**src/hdl/tmr_pkg.sv**
```systemverilog
// Constants, state codes and carrier types of the two-wire master receiver.
// Assumes a 25 MHz system clock and an APB register bus with 32-bit data.
`default_nettype none
package tmr_pkg;
   // ****************************************
   // Register map and control bit positions
   // ****************************************
   localparam logic [7:0] A_CTRL = 8'h00;
   localparam logic [7:0] A_STAT = 8'h04;
   localparam logic [7:0] A_DATA = 8'h08;
   localparam logic [7:0] A_RATE = 8'h0c;
   localparam int CB_DONE = 7;
   localparam int CB_ACK = 6;
   localparam int CB_STA = 5;
   localparam int CB_STO = 4;
   localparam int CB_WCOL = 3;
   localparam int CB_EN = 2;
   localparam int CB_IE = 0;
   localparam int SB_PRE = 0;
   // ****************************************
   // Status codes, prescaler field clear
   // ****************************************
   localparam logic [7:0] C_START = 8'h08;
   localparam logic [7:0] C_RSTART = 8'h10;
   localparam logic [7:0] C_MT_AACK = 8'h18;
   localparam logic [7:0] C_MT_ANAK = 8'h20;
   localparam logic [7:0] C_MT_DACK = 8'h28;
   localparam logic [7:0] C_MT_DNAK = 8'h30;
   localparam logic [7:0] C_ARB = 8'h38;
   localparam logic [7:0] C_MR_AACK = 8'h40;
   localparam logic [7:0] C_MR_ANAK = 8'h48;
   localparam logic [7:0] C_MR_DACK = 8'h50;
   localparam logic [7:0] C_MR_DNAK = 8'h58;
   localparam logic [7:0] C_IDLE = 8'hf8;
   // ****************************************
   // Reset values and timing
   // ****************************************
   localparam logic [7:0] RST_CTRL = 8'h00;
   localparam logic [1:0] RST_PRE = 2'h0;
   localparam int CLK_NS = 40;
   localparam int LINK_NS = 320;
   localparam int QTR_CYC = LINK_NS / (4 * CLK_NS);
   localparam logic [7:0] RST_RATE = 8'(QTR_CYC - 1);
   localparam int QW = 16;
   // ****************************************
   // Types
   // ****************************************
   typedef enum logic [1:0] {
      BC_START = 2'h0,
      BC_STOP = 2'h1,
      BC_WR = 2'h2,
      BC_RD = 2'h3
   } tmr_bcmd_t;
   typedef enum logic [6:0] {
      S_IDLE = 7'h01,
      S_WFREE = 7'h02,
      S_START = 7'h04,
      S_HOLD = 7'h08,
      S_BITS = 7'h10,
      S_ACK = 7'h20,
      S_STOP = 7'h40
   } tmr_state_t;
   typedef struct packed {
      logic scl;
      logic sda;
   } tmr_pins_t;
endpackage
`default_nettype wire

```
**src/hdl/tmr_sync2.sv**
```systemverilog
// Two-flop synchroniser for the bus line levels.
// Assumes inputs idle high, as pulled-up open-drain lines do.
`timescale 1ns/1ps
`default_nettype none
module tmr_sync2 #(
   parameter int W = 2
) (
   // Clock and reset
   input wire logic clk,
   input wire logic srst,
   // Levels
   input wire logic [W-1:0] d,
   output logic [W-1:0] q
);
   logic [W-1:0] meta_ff;
   generate
      if (W < 1) begin : g_chk
         $error("tmr_sync2 needs W of at least 1");
      end
   endgenerate
   always_ff @(posedge clk) begin
      if (srst) begin
         meta_ff <= '1;
         q <= '1;
      end else begin
         meta_ff <= d;
         q <= meta_ff;
      end
   end
endmodule
`default_nettype wire

```
**src/hdl/tmr_bitgen.sv**
```systemverilog
// Bit engine: one START, STOP or data bit in four quarter phases.
// Assumes synchronised line levels and a go pulse only while idle.
`timescale 1ns/1ps
`default_nettype none
module tmr_bitgen #(
   parameter int QW = tmr_pkg::QW
) (
   // Clock and reset
   input wire logic clk,
   input wire logic srst,
   input wire logic en,
   // Command
   input wire logic go,
   input wire tmr_pkg::tmr_bcmd_t cmd,
   input wire logic val,
   input wire logic [QW-1:0] qtr,
   // Lines, release means not pulled low
   input wire tmr_pkg::tmr_pins_t line,
   output tmr_pkg::tmr_pins_t rel,
   // Result
   output logic busy,
   output logic done,
   output logic rx,
   output logic arb
);
   import tmr_pkg::*;
   tmr_bcmd_t cmd_ff;
   logic val_ff;
   logic [1:0] ph_ff;
   logic [QW-1:0] cnt_ff;
   logic want_scl;
   logic want_sda;
   logic is_bit;
   logic stretch;
   logic tick;
   generate
      if (QW < 15) begin : g_chk
         $error("tmr_bitgen needs QW of at least 15");
      end
   endgenerate
   // ****************************************
   // Phase tables
   // ****************************************
   // For START and STOP, phase 0 keeps SCL as it is, so a repeated START never makes a STOP.
   assign is_bit = (cmd_ff == BC_WR) || (cmd_ff == BC_RD);
   assign want_scl = (ph_ff == 2'd0) ? (!is_bit && rel.scl) :
                     (ph_ff == 2'd3) ? (cmd_ff == BC_STOP) : 1'b1;
   assign want_sda = (cmd_ff == BC_START) ? !ph_ff[1] :
                     (cmd_ff == BC_STOP) ? ph_ff[1] :
                     (cmd_ff == BC_WR) ? val_ff : 1'b1;
   // A slave that holds SCL low stretches phase 1, the first high phase.
   assign stretch = want_scl && !line.scl && (ph_ff == 2'd1);
   assign tick = busy && !stretch && (cnt_ff == '0);
   always_ff @(posedge clk) begin
      if (srst || !en) begin
         cmd_ff <= BC_START;
         val_ff <= 1'b1;
         ph_ff <= 2'd0;
         cnt_ff <= '0;
         rel <= '1;
         busy <= 1'b0;
         done <= 1'b0;
         rx <= 1'b1;
         arb <= 1'b0;
      end else begin
         done <= 1'b0;
         if (go && !busy) begin
            cmd_ff <= cmd;
            val_ff <= val;
            ph_ff <= 2'd0;
            cnt_ff <= qtr - QW'(1);
            busy <= 1'b1;
            arb <= 1'b0;
         end else if (busy) begin
            rel <= '{scl: want_scl, sda: want_sda};
            if (!stretch) begin
               cnt_ff <= (cnt_ff == '0) ? qtr - QW'(1) : cnt_ff - QW'(1);
            end
            if (tick) begin
               ph_ff <= ph_ff + 2'd1;
               if (ph_ff == 2'd2) begin
                  rx <= line.sda;
                  arb <= (cmd_ff == BC_WR) && val_ff && !line.sda;
               end
               if (ph_ff == 2'd3) begin
                  busy <= 1'b0;
                  done <= 1'b1;
                  if (arb) begin
                     rel <= '1;
                  end
               end
            end
         end
      end
   end
endmodule
`default_nettype wire

```
**src/hdl/tmr_top.sv**
```systemverilog
// Two-wire master receiver with master transmitter fallback and APB registers.
// Assumes open-drain SCL and SDA with pull-ups outside; pins are asynchronous.
//
// Behaviour
// - A requested START waits until the bus is free, then goes out.
// - After START the done flag sets and status reads 0x08.
// - Address direction bit selects transmitter or receiver mode.
// - After read address and its acknowledge, done sets; status 0x38, 0x40 or 0x48.
// - Each received byte is readable in data once done sets after it.
// - In 0x40 or 0x50 clearing done receives a byte; ACK follows ack enable.
// - After repeated START, status 0x10, the bus stays owned.
// - In 0x10, write-direction address plus clearing done enters transmitter mode.
// - Status 0x38: release bus, or START again once free if start set.
// - In 0x48 or 0x58: start gives repeated START, stop gives STOP, both both.
// - A STOP sent clears the stop request bit in hardware, unless a control write lands in the same cycle.
// - Done is cleared by writing one; the bus resumes only after that.
`timescale 1ns/1ps
`default_nettype none
module tmr_top (
   // Clock and reset
   input wire logic clk,
   input wire logic srst,
   // APB slave
   input wire logic psel,
   input wire logic penable,
   input wire logic pwrite,
   input wire logic [7:0] paddr,
   input wire logic [31:0] pwdata,
   output logic [31:0] prdata,
   output logic pready,
   output logic pslverr,
   // Two-wire bus, output enables active low
   input wire logic scl_i,
   output logic scl_o,
   output logic scl_oe_n,
   input wire logic sda_i,
   output logic sda_o,
   output logic sda_oe_n
);
   import tmr_pkg::*;
   // ****************************************
   // Declarations
   // ****************************************
   tmr_state_t state_ff, nxt_state;
   logic op_done_ff, ack_en_ff, sta_ff, sto_ff, wcol_ff, en_ff, ie_ff;
   logic [7:0] code_ff, nxt_code;
   logic [1:0] presc_ff;
   logic [7:0] data_ff, rate_ff, rd_mux;
   logic owner_ff, nxt_owner, rx_mode_ff, nxt_rx, addr_ff, nxt_addr;
   logic [2:0] bitcnt_ff, nxt_cnt;
   logic then_ff, nxt_then, set_done, clr_sto, kick_ff, busy_ff;
   tmr_pins_t line, line_d_ff, rel;
   logic wr_en, rd_setup, hit_ctrl, hit_stat, hit_data, hit_rate;
   logic ctrl_wr, stat_wr, data_wr, rate_wr, kick;
   logic start_seen, stop_seen, bus_free, tx, cont_ok, active;
   logic bg_go, bg_val, bg_busy, bg_done, bg_rx, bg_arb;
   tmr_bcmd_t bg_cmd;
   logic [QW-1:0] qtr;
   // ****************************************
   // APB decode
   // ****************************************
   assign wr_en = psel && penable && pwrite;
   assign rd_setup = psel && !penable && !pwrite;
   assign hit_ctrl = (paddr == A_CTRL);
   assign hit_stat = (paddr == A_STAT);
   assign hit_data = (paddr == A_DATA);
   assign hit_rate = (paddr == A_RATE);
   assign ctrl_wr = wr_en && hit_ctrl;
   assign stat_wr = wr_en && hit_stat;
   assign data_wr = wr_en && hit_data;
   assign rate_wr = wr_en && hit_rate;
   // A control write with done and enable set is the go command.
   assign kick = ctrl_wr && pwdata[CB_DONE] && pwdata[CB_EN];
   assign pready = 1'b1;
   assign pslverr = psel && penable && !(hit_ctrl || hit_stat || hit_data || hit_rate);
   assign rd_mux = hit_ctrl ? {op_done_ff, ack_en_ff, sta_ff, sto_ff, wcol_ff,
                               en_ff, 1'b0, ie_ff} :
                   hit_stat ? {code_ff[7:3], 1'b0, presc_ff} :
                   hit_data ? data_ff :
                   hit_rate ? rate_ff : 8'h00;
   always_ff @(posedge clk) begin
      if (srst) begin
         prdata <= 32'h0000_0000;
      end else if (rd_setup) begin
         prdata <= {24'h00_0000, rd_mux};
      end
   end
   // ****************************************
   // Line synchronisers and bus monitor
   // ****************************************
   tmr_sync2 #(
      .W(2)
   ) u_sync (
      .clk(clk),
      .srst(srst),
      .d({scl_i, sda_i}),
      .q(line)
   );
   assign start_seen = line.scl && line_d_ff.sda && !line.sda;
   assign stop_seen = line.scl && !line_d_ff.sda && line.sda;
   assign bus_free = !busy_ff && line.scl && line.sda;
   always_ff @(posedge clk) begin
      if (srst) begin
         line_d_ff <= '1;
         busy_ff <= 1'b0;
      end else begin
         line_d_ff <= line;
         busy_ff <= start_seen || (busy_ff && !stop_seen);
      end
   end
   // ****************************************
   // Bit engine
   // ****************************************
   // The prescaler scales the quarter period by four per step.
   assign qtr = (QW'(rate_ff) + QW'(1)) << {presc_ff, 1'b0};
   assign tx = addr_ff || !rx_mode_ff;
   assign active = (state_ff == S_START) || (state_ff == S_STOP) ||
                   (state_ff == S_BITS) || (state_ff == S_ACK);
   assign bg_go = active && !bg_busy && !bg_done;
   assign bg_cmd = (state_ff == S_START) ? BC_START :
                   (state_ff == S_STOP) ? BC_STOP :
                   (state_ff == S_BITS) ? (tx ? BC_WR : BC_RD) :
                   (tx ? BC_RD : BC_WR);
   assign bg_val = (state_ff == S_BITS) ? data_ff[7] : !ack_en_ff;
   tmr_bitgen #(
      .QW(QW)
   ) u_bit (
      .clk(clk),
      .srst(srst),
      .en(en_ff),
      .go(bg_go),
      .cmd(bg_cmd),
      .val(bg_val),
      .qtr(qtr),
      .line(line),
      .rel(rel),
      .busy(bg_busy),
      .done(bg_done),
      .rx(bg_rx),
      .arb(bg_arb)
   );
   assign scl_o = 1'b0;
   assign sda_o = 1'b0;
   assign scl_oe_n = rel.scl;
   assign sda_oe_n = rel.sda;
   // ****************************************
   // Transfer sequencer
   // ****************************************
   assign cont_ok = (code_ff == C_MR_AACK) || (code_ff == C_MR_DACK) ||
                    (code_ff == C_MT_AACK) || (code_ff == C_MT_ANAK) ||
                    (code_ff == C_MT_DACK) || (code_ff == C_MT_DNAK);
   always_comb begin
      nxt_state = state_ff;
      nxt_code = code_ff;
      nxt_owner = owner_ff;
      nxt_rx = rx_mode_ff;
      nxt_addr = addr_ff;
      nxt_cnt = bitcnt_ff;
      nxt_then = then_ff;
      set_done = 1'b0;
      clr_sto = 1'b0;
      unique case (state_ff)
         S_IDLE: begin
            if (kick_ff && sta_ff) begin
               nxt_state = S_WFREE;
            end
         end
         S_WFREE: begin
            if (bus_free) begin
               nxt_state = S_START;
            end
         end
         S_START: begin
            if (bg_done) begin
               nxt_state = S_HOLD;
               set_done = 1'b1;
               nxt_owner = 1'b1;
               nxt_code = owner_ff ? C_RSTART : C_START;
            end
         end
         S_HOLD: begin
            if (kick_ff) begin
               if (code_ff == C_ARB || !owner_ff) begin
                  nxt_state = sta_ff ? S_WFREE : S_IDLE;
                  nxt_code = C_IDLE;
               end else if (sto_ff) begin
                  nxt_state = S_STOP;
                  nxt_then = sta_ff;
               end else if (sta_ff) begin
                  nxt_state = S_START;
               end else if (code_ff == C_START || code_ff == C_RSTART) begin
                  nxt_state = S_BITS;
                  nxt_addr = 1'b1;
                  nxt_rx = data_ff[0];
                  nxt_cnt = 3'd0;
               end else if (cont_ok) begin
                  nxt_state = S_BITS;
                  nxt_addr = 1'b0;
                  nxt_cnt = 3'd0;
               end
            end
         end
         S_BITS: begin
            if (bg_done) begin
               if (bg_arb) begin
                  nxt_state = S_HOLD;
                  nxt_code = C_ARB;
                  nxt_owner = 1'b0;
                  set_done = 1'b1;
               end else if (bitcnt_ff == 3'd7) begin
                  nxt_state = S_ACK;
               end else begin
                  nxt_cnt = bitcnt_ff + 3'd1;
               end
            end
         end
         S_ACK: begin
            if (bg_done) begin
               nxt_state = S_HOLD;
               set_done = 1'b1;
               if (bg_arb) begin
                  nxt_code = C_ARB;
                  nxt_owner = 1'b0;
               end else if (addr_ff) begin
                  nxt_code = rx_mode_ff ? (bg_rx ? C_MR_ANAK : C_MR_AACK) :
                             (bg_rx ? C_MT_ANAK : C_MT_AACK);
               end else if (rx_mode_ff) begin
                  nxt_code = ack_en_ff ? C_MR_DACK : C_MR_DNAK;
               end else begin
                  nxt_code = bg_rx ? C_MT_DNAK : C_MT_DACK;
               end
            end
         end
         S_STOP: begin
            if (bg_done) begin
               clr_sto = 1'b1;
               nxt_owner = 1'b0;
               nxt_code = C_IDLE;
               nxt_state = then_ff ? S_WFREE : S_IDLE;
            end
         end
         default: begin
            nxt_state = S_IDLE;
         end
      endcase
   end
   always_ff @(posedge clk) begin
      if (srst || !en_ff) begin
         state_ff <= S_IDLE;
         code_ff <= C_IDLE;
         owner_ff <= 1'b0;
         rx_mode_ff <= 1'b0;
         addr_ff <= 1'b0;
         bitcnt_ff <= 3'd0;
         then_ff <= 1'b0;
      end else begin
         state_ff <= nxt_state;
         code_ff <= nxt_code;
         owner_ff <= nxt_owner;
         rx_mode_ff <= nxt_rx;
         addr_ff <= nxt_addr;
         bitcnt_ff <= nxt_cnt;
         then_ff <= nxt_then;
      end
   end
   // ****************************************
   // Registers
   // ****************************************
   // The done flag set by hardware wins over a clearing write in the same cycle.
   always_ff @(posedge clk) begin
      if (srst) begin
         {op_done_ff, ack_en_ff, sta_ff, sto_ff, wcol_ff, en_ff, ie_ff} <= '0;
         presc_ff <= RST_PRE;
         rate_ff <= RST_RATE;
         data_ff <= RST_CTRL;
         kick_ff <= 1'b0;
      end else begin
         kick_ff <= kick;
         op_done_ff <= set_done || (op_done_ff && !(ctrl_wr && pwdata[CB_DONE]));
         if (ctrl_wr) begin
            ack_en_ff <= pwdata[CB_ACK];
            sta_ff <= pwdata[CB_STA];
            sto_ff <= pwdata[CB_STO];
            en_ff <= pwdata[CB_EN];
            ie_ff <= pwdata[CB_IE];
         end else if (clr_sto) begin
            sto_ff <= 1'b0;
         end
         if (stat_wr) begin
            presc_ff <= pwdata[SB_PRE+1:SB_PRE];
         end
         if (rate_wr) begin
            rate_ff <= pwdata[7:0];
         end
         // A data write lands only while the bus waits, else it collides.
         if (state_ff == S_BITS && bg_done) begin
            data_ff <= {data_ff[6:0], bg_rx};
         end else if (data_wr && (op_done_ff || state_ff == S_IDLE)) begin
            data_ff <= pwdata[7:0];
         end
         if (data_wr) begin
            wcol_ff <= !(op_done_ff || state_ff == S_IDLE);
         end
      end
   end
endmodule
`default_nettype wire

```
**config.mk**
```make
export PLATFORM = sky130hd
export DESIGN_NAME = tmr_top
export DESIGN_NICKNAME = d
export VERILOG_FILES = /design/src/hdl/tmr_pkg.sv /design/src/hdl/tmr_sync2.sv /design/src/hdl/tmr_bitgen.sv /design/src/hdl/tmr_top.sv
export SDC_FILE = /design/constraint.sdc
export NUM_CORES = 1
export LEC_CHECK = 0
export ABC_AREA = 1
export BUFFER_PORTS_ARGS = -buffer_cell sky130_fd_sc_hd__buf_2
export CORE_MARGIN = 1
export CORE_UTILIZATION = 50
export DETAILED_ROUTE_END_ITERATION = 10
export PLACE_DENSITY = 0.74
export SETUP_SLACK_MARGIN = 0.2
export SYNTH_ARGS = -nofsm -noshare
export SYNTH_HDL_FRONTEND = slang
export SYNTH_SLANG_ARGS = --single-unit
```
**constraint.sdc**
```tcl
create_clock -name clk -period 6.83 [get_ports clk]
set_clock_uncertainty 0.2 [all_clocks]
set_input_delay 1.0245 -clock clk [delete_from_list [all_inputs] [get_ports clk]]
set_output_delay 1.0245 -clock clk [all_outputs]
set_load 0.03 [all_outputs]
```
==> reports/results.ini <==
[critical_path]
cp_data_arrival_time_ns = 3.85
reg2reg_depth = 14
rrSetupSlack_ns = 4.00
crit_fanout = 31
r2r_start = presc_ff[1]
endpoint_kind = register
crit_type = in -> reg
crit_path_start_kind = input port
reg2reg_to = u_bit.cnt_ff[12]
cp.required_ns = 6.88

[grt]
antenna_found_initial = 0
grtUsageMet1_pct = 30.9
overflow = 0
track_usage_pct = 24.3
grt_pass1_vias = 4838
grtUsageMet3_pct = 4.36
grt_pass1_wl_mm = 22.7
top_usage_layer = met2
grtUsageMet2_pct = 41.6
grt_max_degree = 32

[worst_hold_path]
hold_class = reg -> reg
min_from = u_sync.meta_ff[1]
holdPathStages = 1
min_to = u_sync.q[1]

[cts]
cts_resized = 0
cts_root_buf = clkbuf_16
insertion_delay_ns = 0.34
clock-sinks = 86
cts_tree = done
numCtsBuffers = 9
hold_buffers = 0
path_clk_slew_ns = 0.06
clockBufferDepth = 2
cts_htree_levels = 3
post_cts_buffers = 0

[sta]
worst_slack_ns = 3.03
layout_min_cycle_time_ns = 3.80
finalCritPeriodShare_pct = 55.6
fmax_ghz = 0.263
setup_viol = 0
rsz0062_at_grt = false
final-hold-violation-count = 0
final_max_slew_viol_count = 0
worst_slew_margin_rel_pct = 31.8
tightest_slew_ns = 1.02
setup_tns_ns = 0
holdWs_ns = 0.217

[route]
routed_wl_mm = 13.5
dr.pass1.iters = 5
viasPerCell = 5.34
postRouteAntennaNets = 0
dr_total_vias = 5347
drc = 0
wire_per_inst_microns = 13.5
drt-initial-drc-count = 326

[pwr]
ir_drop_mv = 0.150
p_seq_share_pct = 50.1
sw_frac_of_total_pct = 24.3
total_power_uw = 1010
power_per_cell_area_nw_per_um2 = 165
power_switching_uw = 245
clockPowerShare_pct = 45.2
p_int_uw = 761
p_leak_uw = 0.00272
pwr-share-comb_pct = 4.7

[cells_and_area]
drive_gt1_share_pct = 14.4
nets = 916
area_growth_pct = 7.10
antennaDiodeCount = 0

[yosys]
yosys.area.top_type_share_pct = 30.2
avgSynthCellArea_sq_um = 6.84
synth_cell_types = 61
yosysWarnings = 0
synth-seq-cells = 86
ys_seq_area_share_pct = 30.2
synthesis.area_sq_um = 5690
syn_inst = 832
netlist_top_cells_area = dfxtp_1 30%, nand2_1 12%, nand3_1 5.9%, o21ai_0 5.6%, inv_1 5.6%
yosysTopAreaCell = dfxtp_1

[placed_design]
place_ws_ns = 2.72
portBuffers = 33
dp_hpwl_mm = 10.3
routabilityCongestion = 0.912

[die]
start_util_pct = 51.8
core-area_sq_um = 11000
ios = 85
fp.dieArea_sq_um = 11800
die_x_microns = 109
die_height_microns = 109
rows = 38

[job]
maxCapViolCount = 0

[status]
outcome = finished clean

cell families after synthesis:
kind of cell | share of synthesized area (%)
other | 0.132
XOR/XNOR | 1.38
multiplexers | 0.176
adder cells (fa/ha/maj) | 2.64
AO/OA/AOI/OAI | 19.3
AND/OR/NAND/NOR | 33.8
buffers and inverters | 12.4
flip-flops | 30.2
per-layer routing:
metal	up-vias	share of wire, %
met3	21	4.8
met2	140	47
met1	2403	46
met4	0	1.6
met5	-	0
li1	2783	-
cell type report:
type / instances / area (sq um)
Clock buffer: 10 / 229
Clock inverter: 6 / 46.3
Fill cell: 1087 / 4890
Inverter: 98 / 390
Multi-Input combinational cell: 628 / 3360
Sequential cell: 86 / 1720
Tap cell: 140 / 175
Timing Repair Buffer: 34 / 173
registers in the layout (all words and copies together), names as in the netlist, 2 cells and up:
register / flops
data_ff: 8
u_bit.cnt_ff: 16
u_bit.rel: 2
state_ff: 7
u_bit.ph_ff: 2
code_ff: 5
u_bit.cmd_ff: 2
rate_ff: 8
u_sync.q: 2
u_sync.meta_ff: 2
presc_ff: 2
prdata: 8
bitcnt_ff: 3
cell usage in the layout, fill, tap and decap left out, types with 5 or more instances in the layout:
cell and count:
a21oi_1 59, a21oi_2 8, a31oi_1 13, buf_2 33
clkbuf_16 9, conb_1 27, dfxtp_1 86, ha_1 12
inv_1 85, inv_2 5, nand2_1 179, nand2_2 5
nand3_1 67, nand3_2 6, nand4_1 11, nor2_1 74
nor2_2 8, nor2_4 5, nor3_1 6, o211ai_1 9
o21ai_0 64, o21ai_1 8, o21ai_2 5, or2_2 8
xor2_1 6
power groups by stage:
stage	clock network, uW	logic, uW	registers [uW]
detailed placement	0	46.4	516
finish	454	47.1	504
CTS	465	46.5	504
global route	484	51.3	504
global placement	0	45.9	516
floorplan	0	44.4	516
worst max path at each step:
stage,from,to
final,srst,u_bit.arb
after global routing,srst,u_bit.cmd_ff[0]
after CTS,srst,u_bit.arb
after detailed placement,srst,u_bit.arb
after global placement,srst,u_bit.arb
after floorplan,paddr[7],pslverr
metrics by stage:
step | cell area, sq um | cells | util, %
floorplan | 5790 | 857 | -
global route | 6100 | 1002 | 55.5
finish | 6100 | 1002 | 55.5
CTS | 6100 | 1002 | 55.5
detailed placement | 5820 | 986 | 53.0
global placement | 5820 | 986 | 53.0
critical path: stages:
cell      delay (ns)
buf_2           0.21
inv_1           0.51
nand2_1         0.56
inv_1           0.92
nand2_1         0.33
a211oi_1        0.27
Yosys cell counts (all sizes together):
cell and count:
nand2 188, inv 96, nor2 88, dfxtp 86, o21ai 77, nand3 74
a21oi 67, buf 37, nand4 15, a31oi 14, ha 12, nor3 9
o211ai 9, clkbuf 8, or2 8, xor2 6, a211oi 5, nor4 5
o2111ai 4, o21bai 3, o22ai 3, xnor2 3, and3 2, clkinv 2
conb 2, a211o 1, a21o 1, a22oi 1, and2 1, mux2i 1
nand3b 1, nor3b 1, o221ai 1, o31ai 1
(Power assumes the default switching activity.)
